File: src/common/hrdz_pkg.sv
// Constants and carrier types for the home return sequencer.
// Assumes a 25 MHz system clock and a 32-bit signed encoder position.
package hrdz_pkg;

    // Clock and input filter timing
    localparam int CLK_PERIOD_NS  = 40;
    localparam int FILT_UNIT_NS   = 1000;                        // One filter setting step
    localparam int FILT_UNIT_CYC  = (FILT_UNIT_NS + CLK_PERIOD_NS - 1) / CLK_PERIOD_NS;
    localparam int FILT_CW        = 13;                          // Holds 255 steps of 25 cycles

    // Filtered input vector layout
    localparam int IN_START  = 0;
    localparam int IN_AUTO   = 1;
    localparam int IN_PT_LO  = 2;
    localparam int PT_W      = 8;
    localparam int IN_BCD_LO = 10;
    localparam int BCD_W     = 4;
    localparam int IN_DOG    = 14;
    localparam int FILT_N    = 15;

    // Home method codes, lowest digit of the method parameter
    localparam logic [3:0] METHOD_CRADLE = 4'h7;
    localparam logic [3:0] METHOD_ZFIRST = 4'h8;
    localparam logic [3:0] METHOD_FRONT  = 4'h9;

    // Widths
    localparam int POS_W = 32;
    localparam int SPD_W = 16;
    localparam int TC_W  = 16;

    // Sequencer states, Gray coded along the first Z-phase path
    typedef enum logic [2:0] {
        ST_IDLE  = 3'h0,
        ST_FAST  = 3'h1,
        ST_LEAVE = 3'h3,
        ST_SEEKZ = 3'h2,
        ST_SHIFT = 3'h6,
        ST_LOAD  = 3'h7,
        ST_DONE  = 3'h5
    } hrdz_state_t;

    // Motion command handed to the speed loop
    typedef struct packed {
        logic             run;
        logic             fwd;      // 1: address increasing
        logic [SPD_W-1:0] speed;
        logic [TC_W-1:0]  accel_tc;
        logic [TC_W-1:0]  decel_tc;
    } hrdz_motion_t;

endpackage

File: src/core/hrdz_home_seq.sv
// Home position return sequencer: dog cradle, first Z-phase and front end methods.
// Assumes encoder_pos and the parameters come from logic on clk_sys; the
// controller inputs, the dog and the Z-phase pin are asynchronous.
`timescale 1ns/1ps

module hrdz_home_seq (
    input  wire logic                               clk_sys,
    input  wire logic                               rst,
    input  wire logic                               home_start_in,
    input  wire logic                               auto_manual_select,
    input  wire logic [hrdz_pkg::PT_W-1:0]          point_table_select,
    input  wire logic [hrdz_pkg::BCD_W-1:0]         bcd_speed_select,
    input  wire logic                               dog_in,
    input  wire logic                               zphase_in,
    input  wire logic signed [hrdz_pkg::POS_W-1:0]  encoder_pos,
    input  wire logic [15:0]                        home_method_param,
    input  wire logic                               home_direction_param,
    input  wire logic [hrdz_pkg::SPD_W-1:0]         home_return_speed_param,
    input  wire logic [hrdz_pkg::SPD_W-1:0]         creep_speed_param,
    input  wire logic signed [hrdz_pkg::POS_W-1:0]  home_shift_distance_param,
    input  wire logic signed [hrdz_pkg::POS_W-1:0]  home_position_data_param,
    input  wire logic signed [hrdz_pkg::POS_W-1:0]  post_dog_distance_param,
    input  wire logic                               dog_polarity_param,
    input  wire logic [7:0]                         input_filter_time_param,
    input  wire logic [hrdz_pkg::TC_W-1:0]          pt1_accel_tc,
    input  wire logic [hrdz_pkg::TC_W-1:0]          pt1_decel_tc,
    output hrdz_pkg::hrdz_motion_t                  motion_cmd_q,
    output logic signed [hrdz_pkg::POS_W-1:0]       current_position_q,
    output logic                                    busy_q,
    output logic                                    home_done_q,
    output logic                                    home_error_q
);

    ////////////////////////////////////////////////////////////////////////////
    // Input synchronisers and filters

    logic [hrdz_pkg::FILT_N-1:0]      raw_in;
    logic [hrdz_pkg::FILT_N-1:0]      sync1_q;
    logic [hrdz_pkg::FILT_N-1:0]      sync2_q;
    logic [hrdz_pkg::FILT_N-1:0]      filt_q;
    logic [hrdz_pkg::FILT_CW-1:0]     fcnt_q [hrdz_pkg::FILT_N];
    logic [hrdz_pkg::FILT_CW-1:0]     filt_lim;

    assign raw_in = {dog_in, bcd_speed_select, point_table_select,
                     auto_manual_select, home_start_in};
    // Filter length in cycles; zero means pass after the synchroniser
    assign filt_lim = hrdz_pkg::FILT_CW'(32'(input_filter_time_param) * hrdz_pkg::FILT_UNIT_CYC);

    // Two flops per asynchronous input before any logic looks at it
    always_ff @(posedge clk_sys) begin
        if (rst) begin
            sync1_q <= '0;
            sync2_q <= '0;
        end else begin
            sync1_q <= raw_in;
            sync2_q <= sync1_q;
        end
    end

    // A change is accepted only once it has stood for the whole filter time
    for (genvar gi = 0; gi < hrdz_pkg::FILT_N; gi++) begin : g_filt
        always_ff @(posedge clk_sys) begin
            if (rst) begin
                filt_q[gi] <= 1'b0;
                fcnt_q[gi] <= '0;
            end else if (sync2_q[gi] == filt_q[gi]) begin
                fcnt_q[gi] <= '0;
            end else if (fcnt_q[gi] >= filt_lim) begin
                filt_q[gi] <= sync2_q[gi];
                fcnt_q[gi] <= '0;
            end else begin
                fcnt_q[gi] <= fcnt_q[gi] + 1'b1;
            end
        end
    end

    // Z-phase is too short to filter; synchronise and take its rising edge
    logic zs1_q, zs2_q, zs3_q, z_evt;
    always_ff @(posedge clk_sys) begin
        if (rst) begin
            zs1_q <= 1'b0;
            zs2_q <= 1'b0;
            zs3_q <= 1'b0;
        end else begin
            zs1_q <= zphase_in;
            zs2_q <= zs1_q;
            zs3_q <= zs2_q;
        end
    end
    assign z_evt = zs2_q & ~zs3_q;

    ////////////////////////////////////////////////////////////////////////////
    // Decoded conditions

    logic       dog_act, start_prev_q, start_evt, manual_ok, method_ok;
    logic [3:0] method_dig;

    assign dog_act    = filt_q[hrdz_pkg::IN_DOG] ^ ~dog_polarity_param;
    assign method_dig = home_method_param[3:0];
    // Start refused unless the controller has set up manual home mode
    assign manual_ok  = filt_q[hrdz_pkg::IN_AUTO]
                      & ~|filt_q[hrdz_pkg::IN_PT_LO +: hrdz_pkg::PT_W]
                      & ~|filt_q[hrdz_pkg::IN_BCD_LO +: hrdz_pkg::BCD_W];
    assign method_ok  = (method_dig == hrdz_pkg::METHOD_CRADLE)
                      | (method_dig == hrdz_pkg::METHOD_ZFIRST)
                      | (method_dig == hrdz_pkg::METHOD_FRONT);
    assign start_evt  = filt_q[hrdz_pkg::IN_START] & ~start_prev_q;

    always_ff @(posedge clk_sys) begin
        if (rst) start_prev_q <= 1'b0;
        else     start_prev_q <= filt_q[hrdz_pkg::IN_START];
    end

    ////////////////////////////////////////////////////////////////////////////
    // Sequencer

    hrdz_pkg::hrdz_state_t             state_q, state_d;
    logic [3:0]                        method_q;
    logic                              fwd_q, fwd_d;
    logic signed [hrdz_pkg::POS_W-1:0] target_q, target_d;
    logic signed [hrdz_pkg::POS_W-1:0] front_ofs, shift_ofs;
    logic                              reached, abort;

    // Offsets point the way the axis is moving when they are captured
    assign front_ofs = fwd_q ? (post_dog_distance_param + home_shift_distance_param)
                             : -(post_dog_distance_param + home_shift_distance_param);
    assign shift_ofs = fwd_q ? home_shift_distance_param : -home_shift_distance_param;
    assign reached   = fwd_q ? (encoder_pos >= target_q) : (encoder_pos <= target_q);
    // Dropping out of manual mode stops the run
    assign abort     = (state_q != hrdz_pkg::ST_IDLE) && (state_q != hrdz_pkg::ST_DONE)
                     && !filt_q[hrdz_pkg::IN_AUTO];

    always_comb begin
        state_d  = state_q;
        fwd_d    = fwd_q;
        target_d = target_q;
        case (state_q)
            hrdz_pkg::ST_IDLE, hrdz_pkg::ST_DONE: begin
                if (start_evt && manual_ok && method_ok) begin
                    state_d = hrdz_pkg::ST_FAST;
                    fwd_d   = ~home_direction_param;
                end
            end
            hrdz_pkg::ST_FAST: begin
                // Front end is the dog as sampled; slip of the synchroniser plus the whole filter time
                if (dog_act) begin
                    case (method_q)
                        hrdz_pkg::METHOD_ZFIRST: begin
                            state_d = hrdz_pkg::ST_LEAVE;
                            fwd_d   = ~fwd_q;
                        end
                        hrdz_pkg::METHOD_FRONT: begin
                            state_d  = hrdz_pkg::ST_SHIFT;
                            target_d = encoder_pos + front_ofs;
                        end
                        default: state_d = hrdz_pkg::ST_SEEKZ;
                    endcase
                end
            end
            hrdz_pkg::ST_LEAVE: begin
                if (!dog_act) state_d = hrdz_pkg::ST_SEEKZ;
            end
            hrdz_pkg::ST_SEEKZ: begin
                if (z_evt) begin
                    state_d  = hrdz_pkg::ST_SHIFT;
                    target_d = encoder_pos + shift_ofs;
                end
            end
            hrdz_pkg::ST_SHIFT: begin
                if (reached) state_d = hrdz_pkg::ST_LOAD;
            end
            hrdz_pkg::ST_LOAD: state_d = hrdz_pkg::ST_DONE;
            default: state_d = hrdz_pkg::ST_IDLE;
        endcase
        if (abort) state_d = hrdz_pkg::ST_IDLE;
    end

    // State, direction and target
    always_ff @(posedge clk_sys) begin
        if (rst) begin
            state_q  <= hrdz_pkg::ST_IDLE;
            fwd_q    <= 1'b0;
            target_q <= '0;
        end else begin
            state_q  <= state_d;
            fwd_q    <= fwd_d;
            target_q <= target_d;
        end
    end

    // Method is latched at start so a parameter edit cannot switch mid-run
    always_ff @(posedge clk_sys) begin
        if (rst) method_q <= '0;
        else if (state_d == hrdz_pkg::ST_FAST && state_q != hrdz_pkg::ST_FAST)
            method_q <= method_dig;
    end

    ////////////////////////////////////////////////////////////////////////////
    // Motion command, built from the next state so it lines up with state_q

    always_ff @(posedge clk_sys) begin
        if (rst) begin
            motion_cmd_q <= '0;
        end else begin
            motion_cmd_q.run      <= (state_d != hrdz_pkg::ST_IDLE)
                                   && (state_d != hrdz_pkg::ST_LOAD)
                                   && (state_d != hrdz_pkg::ST_DONE);
            motion_cmd_q.fwd      <= fwd_d;
            motion_cmd_q.speed    <= (state_d == hrdz_pkg::ST_FAST) ? home_return_speed_param
                                   : creep_speed_param;
            motion_cmd_q.accel_tc <= pt1_accel_tc;
            motion_cmd_q.decel_tc <= pt1_decel_tc;
        end
    end

    ////////////////////////////////////////////////////////////////////////////
    // Current position and status

    logic signed [hrdz_pkg::POS_W-1:0] enc_prev_q;

    // Tracks encoder motion, then jumps to the home data on completion
    always_ff @(posedge clk_sys) begin
        if (rst) begin
            enc_prev_q         <= '0;
            current_position_q <= '0;
        end else begin
            enc_prev_q <= encoder_pos;
            if (state_q == hrdz_pkg::ST_LOAD)
                current_position_q <= home_position_data_param;
            else
                current_position_q <= current_position_q + (encoder_pos - enc_prev_q);
        end
    end

    // Done rises on the same edge as the load, so position is already valid
    always_ff @(posedge clk_sys) begin
        if (rst) begin
            busy_q       <= 1'b0;
            home_done_q  <= 1'b0;
            home_error_q <= 1'b0;
        end else begin
            busy_q       <= (state_d != hrdz_pkg::ST_IDLE) && (state_d != hrdz_pkg::ST_DONE);
            home_done_q  <= (state_d == hrdz_pkg::ST_DONE);
            if (start_evt && (state_q == hrdz_pkg::ST_IDLE || state_q == hrdz_pkg::ST_DONE))
                home_error_q <= ~(manual_ok & method_ok);
            else if (abort)
                home_error_q <= 1'b1;
        end
    end
endmodule // hrdz_home_seq

File: config.mk
export PLATFORM = sky130hd
export DESIGN_NAME = hrdz_home_seq
export DESIGN_NICKNAME = d
export VERILOG_FILES = /design/src/common/hrdz_pkg.sv /design/src/core/hrdz_home_seq.sv
export SDC_FILE = /design/constraint.sdc
export NUM_CORES = 1
export LEC_CHECK = 0
export BUFFER_PORTS_ARGS = -buffer_cell sky130_fd_sc_hd__buf_2
export CAP_MARGIN = 20
export CORE_MARGIN = 5
export CORE_UTILIZATION = 50
export CTS_CLUSTER_DIAMETER = 30
export DETAILED_ROUTE_END_ITERATION = 8
export PLACE_DENSITY = 0.75
export SKIP_CTS_REPAIR_TIMING = 1
export SYNTH_ARGS = -nofsm -noshare
export SYNTH_HDL_FRONTEND = slang
export SYNTH_SLANG_ARGS = --single-unit
File: constraint.sdc
create_clock -name clk_sys -period 12.2 [get_ports clk_sys]
set_input_delay 3.66 -clock clk_sys [delete_from_list [all_inputs] [get_ports clk_sys]]
set_output_delay 3.66 -clock clk_sys [all_outputs]
set_load 0.01 [all_outputs]
# == Yosys cells after proc, flatten, opt, wreduce, memory -nomap -nowiden ==
# Memory sizes are Yosys's and may differ from the RTL's.
# Cells that the tools add are included.
# op_classes
n_addsub,22
multipliers,1
n_div,0
n_lt_le_gt_ge,17
n_eq_ne,37
n_shift,0
muxes,235
bitwise_logic,74
reduce_logical,39
# op_table
cell,n
$mux 13,45
$add 13x1->13 const B,15
$ge 13x13->1,15
$mux 32,6
$mux 1,173
$add 32x32->32,4
$neg 32->32,2
$pmux 32 s2,1
$or 1x1->1,47
$ge 32x32->1,1
$le 32x32->1,1
$sub 32x32->32,1
$reduce_and 2->1,15
$not 1->1,21
$mux 3,6
$pmux 3 s6,1
$eq 4x4->1 const B,4
$mux 16,1
$eq 1x1->1,15
$mul 8x5->13 const B,1
$eq 3x3->1 const B,4
$ne 2x2->1 const B,5
$logic_and 1x1->1,9
$ne 3x3->1 const B,3
other kinds (17),29
# word_totals
ff_bits,205
latchBits,0
mem_bits_rw,195
romBits,0
input_bits,236
elab_cells,460
mem_count,1
# mem_list
memory,depth,width,rd,rd_ports_with_merged_regs,wr,line,rtl
fcnt_q,15,13,15,0,15,hrdz_home_seq.sv:41,logic [hrdz_pkg::FILT_CW-1:0] fcnt_q [hrdz_pkg::FILT_N];

# == Depth between registers and ports, before layout ==
# Gate-level depths: netlist of the first run.
# logic_depth
word_depth,12
mapped_depth,28
depth_no_buf,28

# == Worst setup path after synthesis of the first run ==
# Ideal clock, no wire load.
# synth_timing
path_kind,input to register
from,input home_shift_distance_param[0] (netlist bit)
to,register target_q[30] (netlist bit)
setup_time_ns,0.141
arrival_ns,8.704
t_required_ns,12.059
path_slack_ns,3.355
path_stages,27
n_path_buf,0
cell_sequence,ha_1 inv_1 fa_1 nand2b_1 a211oi_2 nor2_1 nor4bb_1 o21bai_1 nor2_1 and3_1 nand2_1 nor2_1 a211oi_1 o32a_1 ha_1 nand2_1 nor3_1 a221oi_1 o21ai_0 a21o_1 a41o_1 o311ai_0 a31oi_1 a21o_1 a41o_1 mux2i_1 o311ai_0
# synth_via
elab_chain_len,7
elab_cells_between_ends,11
classes_between,add/sub (5); mux (6)
# synth_rtl
element,line,rtl
"start, declared",hrdz_home_seq.sv:20,"input wire logic signed [hrdz_pkg::POS_W-1:0] home_shift_distance_param,"
$add 32x32->32,"hrdz_home_seq.sv:125, hrdz_home_seq.sv:126",
$neg 32->32,hrdz_home_seq.sv:126,: -(post_dog_distance_param + home_shift_distance_param);
$mux 32,hrdz_home_seq.sv:125,assign front_ofs = fwd_q ? (post_dog_distance_param + home_shift_distance_param)
$add 32x32->32,hrdz_home_seq.sv:154,target_d = encoder_pos + front_ofs;
$mux 32,hrdz_home_seq.sv:147,case (method_q)
$mux 32,hrdz_home_seq.sv:146,if (dog_act) begin
$pmux 32 s2 (*),hrdz_home_seq.sv:137,case (state_q)
"end signal, assigned",hrdz_home_seq.sv:187,target_q <= target_d;
"end, declared",hrdz_home_seq.sv:120,"logic signed [hrdz_pkg::POS_W-1:0] target_q, target_d;"
# Every way passes the cells marked *; elsewhere a longest branch is shown, timed or not. The select of a mux whose other input is x is not followed.
# A chain may end at the register's enable or synchronous reset.

# == Final worst setup path of the first run ==
# Ends and elaborated chain as after synthesis.

==> out/qor.txt, run 1 <==
WP data required: 12.67 ns
Yosys top cell area share: 0.198
GRT Resource Usage Total: 0.231
# port buffers: 308
placed cells: 4,506
Yosys top cell by area: edfxtp_1
first-pass GRT wire length: 121 mm
layout overhead on the synthesized area: 23.1%
CP Launch Type: input pin
Initial Util: 0.502
most frequent cells in the layout: nor2_1 (387), ha_1 (370), buf_2 (307)
Iter 0 DRT Violations: 1,389
Routed WL per cell: 16.3 um
DRT Wirelength: 76.4 mm
via count: 25,155
Max-Cap Viols: 0
Final Net Count: 4,479
TritonCTS buffer count: 100
DRC errors left: 0
RSZ-0062 raised after global routing: false
Rows: 89
Die Height: 253 um
crit end category: flip-flop
ANT nets after route: 0
number of global-route vias before repair: 24,745
synthesized area per cell: 8.95 sq um
number of iterations in the first detailed-routing pass: 6
CP bufs+invs: 2
setup TNS: 0 ns
IO Count: 321
Hold Path Class: reg -> reg
Primary FF master, synth: dfxtp_1
number of warnings issued by yosys: 0
clock buffer depth: 3
pwr/cell area: 176 nW/um^2
IR drop worst, VDD: 0.156 mV
htree depth: 3
CTS tree: done
Die ar.: 64,000 sq um
most common cell after layout, fill and taps aside: nor2_1
CP Class: in -> reg
final hold vios: 0
crit path launch: home_shift_distance_param[0]
synthesized area: 29,500 sq um
layout cells sized above 1: 0.153
placed inst area: 32,700 sq um
Worst path top cell family by delay: compound AO/OA/AOI/OAI gates
reg-to-reg startpoint: state_q[0]
Power Total: 6.39 mW
Worst-path clk slew: 0.05 ns
dpl hpwl: 54.9 mm
skew final: 0.0262 ns
Clock Sinks: 400
fin cells: 4,699
Max stage delay on crit path: 0.41 ns
Vias/cell: 5.35
Reg2Reg Setup Slack: 6.51 ns
Slew Viols, Final: 0
LEAKAGE: 16.7 nW
initial antenna violation count: 8
Worst Hold Launch: sync1_q[5]
post-layout instance area: 36,300 sq um
Top cell by count, worst path: nor2_1
final setup vio count: 0
Core Box Area: 58,800 sq um
CP max stage cell: nor4bb_1
Seq/Total Area, Yosys: 0.337
Synth async-reset ratio: 0
#FFs+latches synth: 400
Tmin final: 9.33 ns
Post-synth EDFFs: 195
top post-synthesis cells by area: edfxtp_1 (20%), ha_1 (16%), dfxtp_1 (14%)
Fmax: 107 MHz
status: complete, no violations
cell count after synthesis: 3,296
CP Max Fanout: 5
WP data arrival: 9.80 ns
pin count of the biggest net entering global routing: 99
Max-slew headroom: 0.325
Worst-Margin Slew: 1.01 ns
RePlAce Congestion: 0.878
Chip Width: 253 um
GR Overflow Total: 0
count of cell types in the netlist: 98
Worst-Skew Late Latency: 0.64 ns
Clock Tree Root: clkbuf_16
fin crit share: 0.765
-- report_power, final --
group          total [mW]  leakage, nW  switching [mW]  internal [mW]
clock network        2.73         1.73           0.870           1.86
logic                2.06         11.3            1.17          0.889
registers            1.59         3.70          0.0723           1.52
total                6.39         16.7            2.12           4.27
-- worst reg2reg max path, cell delays in order, from the launching register on --
cell	delay, ns
dfxtp_1	0.51
or2_2	0.23
or2_2	0.11
buf_4	0.51
mux4_2	0.70
ha_1	0.30
a21o_1	0.18
a21o_1	0.21
a2111oi_0	0.84
o211ai_1	0.26
a21o_1	0.26
a21boi_1	0.21
a311oi_1	0.16
a41o_1	0.29
o41ai_1	0.33
xnor2_1	0.18
xnor2_1	0.11
a211oi_2	0.22
-- final timing paths --
check                 endpoint  depth (start not counted)
setup reg to reg  target_q[31]                         17
hold reg to reg     sync2_q[5]                          1
setup / recovery  target_q[30]                         28
hold / removal      sync2_q[5]                          1
-- metal layers --
layer  wire (um)  vias up  global-route usage
met4        2560        6              0.0851
met1       32900    11800               0.292
met2       36600      627               0.393
li1            -    12541                   -
met3        4360      181              0.0469
met5          52        -                   0
-- per-stage QoR --
step	setup WS, ns	hold slack (ns)	utilization
3_5_place_dp	2.31	0.421	0.556
6_report	2.87	0.420	0.618
5_1_grt	2.30	0.442	0.618
2_1_floorplan	3.36	0.414	-
3_3_place_gp	2.35	0.424	0.556
4_1_cts	2.89	0.428	0.617
-- synth_stat cells (6+ instances only) --
library cell and count:
nor4_1 9, mux2i_1 27, nand4_1 22, a211oi_1 39, nand2_1 248, and3_1 69
nand3b_1 7, o21ai_0 114, nor2b_1 75, a32oi_1 6, o21a_1 36, o21ai_1 8
nor3_1 50, a21oi_1 202, and2_1 19, xor2_1 141, o211ai_1 22, nand2b_1 30
or3b_2 14, xnor2_1 132, or2_2 18, o31ai_1 10, inv_1 251, nor3b_1 9
fa_1 36, ha_1 370, buf_1 7, clkbuf_1 82, edfxtp_1 195, or3_1 18
a31oi_1 18, nor2_1 389, dfxtp_1 205, o21bai_1 21, nand3_1 118, a21o_1 159
-- flip-flops by register name, indices dropped and copies added (netlist names) --
| signal | count |
|---|---|
| method_q | 4 |
| zs3_q | 1 |
| target_q | 32 |
| motion_cmd_q | 50 |
| fcnt_q | 195 |
| enc_prev_q | 32 |
| home_error_q | 1 |
| sync2_q | 15 |
| current_position_q | 32 |
| sync1_q | 15 |
| zs1_q | 1 |
| start_prev_q | 1 |
| home_done_q | 1 |
| zs2_q | 1 |
| state_q | 3 |
| busy_q | 1 |
| filt_q | 15 |
-- kinds of logic (layout without fill, tap and decap cells) --
logic type | count (synthesis) | after routing | synth area share
compound gates | 714 | 714 | 0.160
xor+xnor | 276 | 276 | 0.0830
fa+ha+maj | 406 | 406 | 0.181
buf+inv | 346 | 779 | 0.0446
flops | 400 | 400 | 0.337
mux | 29 | 29 | 0.0103
other cells | 1 | 198 | 0.000127
simple gates | 1124 | 1124 | 0.183
-- final cells by class --
class / instances / area [sq um]
diodes: 3 / 7.51
clock buffers: 122 / 2820
clock inverters: 66 / 753
fillers: 4910 / 22500
inverters: 251 / 942
multi-input cells: 2744 / 19100
flip-flops and latches: 400 / 9960
well taps: 773 / 967
repair buffers: 340 / 1820
Note: power is estimated with default switching activity, not from simulation.
==> run 2: changes to the inputs <==
ABC_AREA = 1   (was unset)
PLACE_DENSITY = 0.77   (was 0.75)
clock period = 8.45 ns   (was 12.2 ns; I/O delays follow)
==> out/qor.txt, run 2 <==
most common cell after layout, fill and taps aside: nand2_1
Synth Area in Compound Gates: 0.118
cell count after synthesis: 4,102
Combinational Power Share: 0.343
status: complete, no violations
Die ar.: 66,700 sq um
Worst path top cell family by delay: adder cells
Initial Util: 0.502
CTS tree: done
largest family of logic cells by synthesized area: simple AND/OR/NAND/NOR gates
# port buffers: 308
Max stage delay on crit path: 0.78 ns
placed cells: 5,346
layout cells sized above 1: 0.124
CP max stage cell: xnor2_2
switching part of the total: 0.369
Power Total: 8.74 mW
Slew Viols, Final: 0
Tmin final: 7.09 ns
count of cell types in the netlist: 70
Ant. Diodes: 0
fin crit share: 0.840
WP data arrival: 7.54 ns
final worst setup slack: 1.36 ns
Internal: 5.52 mW
synthesized area per cell: 7.51 sq um
Max-Cap Viols: 0
synthesized area: 30,800 sq um
GR Overflow Total: 0
LEAKAGE: 18.6 nW
CP Max Fanout: 13
IR drop worst, VDD: 0.260 mV
biggest regs: fcnt_q: 195 flops, motion_cmd_q: 50 flops
Chip Width: 258 um
fin cells: 5,515
most common cell in the synthesized netlist: nand2_1
number of warnings issued by yosys: 0
Seq/Total Area, Yosys: 0.323
GRT Resource Usage Total: 0.245
Primary FF master, synth: dfxtp_1
Clock Tree Root: clkbuf_16
mux contribution to synthesized area: 0
most frequent cells in the layout: nand2_1 (688), inv_1 (667), nor2_1 (563)
Final Net Count: 5,291
number of global-route vias before repair: 27,676
layout overhead on the synthesized area: 20.8%
top post-synthesis cells by area: edfxtp_1 (19%), ha_1 (15%), dfxtp_1 (13%)
Biggest register: fcnt_q
clock buffer depth: 3
Clk pwr share: 0.396
number of iterations in the first detailed-routing pass: 5
pwr/cell area: 235 nW/um^2
Top cell by count, worst path: ha_1
pin count of the biggest net entering global routing: 84
CP Launch Type: input pin
synth cell count leaders: nand2_1 (688), inv_1 (668), nor2_1 (564), ha_1 (370), a21oi_1 (329)
fraction of the mapped netlist area in adder cells: 0.174
Net Switching: 3.23 mW
setup TNS: 0 ns
Post-synth EDFFs: 195
IO Count: 321
fillers: 5,442
htree depth: 3
final setup vio count: 0
Clock Sinks: 400
Synth async-reset ratio: 0
Vias/cell: 5.15
Worst Hold Slack: 0.403 ns
RSZ-0062 raised after global routing: false
Yosys top cell area share: 0.190
Core Box Area: 61,400 sq um
CP bufs+invs: 4
Rows: 91
Max-slew headroom: 0.358
Worst-Margin Slew: 0.958 ns
Post-Place Worst Slack: 0.640 ns
ANT nets after route: 0
dpl hpwl: 62.8 mm
Die Height: 258 um
first-pass GRT wire length: 135 mm
crit end category: flip-flop
#FFs+latches synth: 400
cells along the critical path: buf_2, ha_1, ha_1, inv_1, fa_1, inv_1, ha_1, a21oi_1, o21ai_0, a21oi_1, o21ai_0, xnor2_2, buf_4, ha_1, a21oi_1, o21ai_0, nand3_1, o311ai_0, nand2_1, nand3_1, nor3b_1
TritonCTS buffer count: 89
skew final: 0.0288 ns
Yosys top cell by area: edfxtp_1
Worst-path clk slew: 0.05 ns
final hold vios: 0
Hold Path Class: reg -> reg
WP data required: 8.89 ns
xor and xnor fraction of the mapped netlist area: 0.0449
via count: 28,402
Flop pwr share: 0.261
Fmax: 141 MHz
DRT Wirelength: 84.1 mm
Iter 0 DRT Violations: 1,542
number of flip-flops under the largest register name: 195
Routed WL per cell: 15.2 um
initial antenna violation count: 2
Worst-Skew Late Latency: 0.63 ns
Synth Area in Simple Gates: 0.249
RePlAce Congestion: 0.953
DRC errors left: 0
CP Class: in -> reg
## run 2: power groups by stage
| stage | Sequential, mW | Combinational (mW) | Clock [mW] |
|---|---|---|---|
| final | 2.28 | 3.00 | 3.46 |
| after global routing | 2.30 | 3.42 | 3.63 |
| after CTS | 2.28 | 2.99 | 3.52 |
| after detailed placement | 2.32 | 2.95 | 0 |
| after global placement | 2.32 | 2.88 | 0 |
| after floorplan | 2.32 | 2.06 | 0 |
## run 2: worst paths after layout
kind                               from       endpoint  slack, ns  cells after the start
max          input_filter_time_param[3]  fcnt_q[1][80]       1.36                     21
min                               zs1_q          zs2_q       0.40                      2
max reg2reg                  state_q[1]   target_q[22]       3.63                     24
min reg2reg                       zs1_q          zs2_q       0.40                      2
## run 2: cells by family (layout without fill, tap and decap cells)
group / Yosys count / in the layout
AO/OA/AOI/OAI: 653 / 653
adder cells (fa/ha/maj): 406 / 406
XOR/XNOR: 158 / 158
other: 1 / 195
AND/OR/NAND/NOR: 1738 / 1738
buffers and inverters: 746 / 1175
flip-flops: 400 / 400
## run 2: metrics by stage
step                cell area (sq um)   util
global route                    37200  0.607
floorplan                       31600      -
global placement                34000  0.555
finish                          37200  0.607
detailed placement              34100  0.556
CTS                             37200  0.606
## run 2: cell type report
| cell class | instances | area (sq um) | area share |
|---|---|---|---|
| Clock buffer | 101 | 2370 | 0.0635 |
| Clock inverter | 66 | 734 | 0.0197 |
| Inverter | 675 | 2530 | 0.0680 |
| Multi-Input combinational cell | 3150 | 18800 | 0.506 |
| Sequential cell | 400 | 9960 | 0.267 |
| Tap cell | 790 | 988 | 0.0265 |
| Timing Repair Buffer | 333 | 1820 | 0.0487 |
## run 2: per-layer routing
| metal | part of all wire | track usage |
|---|---|---|
| met1 | 0.42 | 0.302 |
| met2 | 0.48 | 0.433 |
| met3 | 0.066 | 0.0447 |
| met4 | 0.036 | 0.0868 |
| met5 | 0.00026 | 0 |
## run 2: worst reg2reg max path, stage by stage (launching register included)
cell	delay, ns
dfxtp_1	0.39
inv_1	0.14
nor3_4	0.16
buf_4	0.41
inv_1	0.49
o31ai_1	0.44
inv_1	0.08
ha_1	0.34
nand3_1	0.10
nand3_1	0.11
nand3_1	0.09
nand2_1	0.08
nand2_1	0.06
nand2_1	0.08
a21boi_0	0.38
o21ai_2	0.16
a21oi_1	0.23
inv_1	0.10
nand2_1	0.08
nand2_1	0.08
a21boi_0	0.30
or2_2	0.17
nand3_1	0.06
o211ai_1	0.10
inv_1	0.06
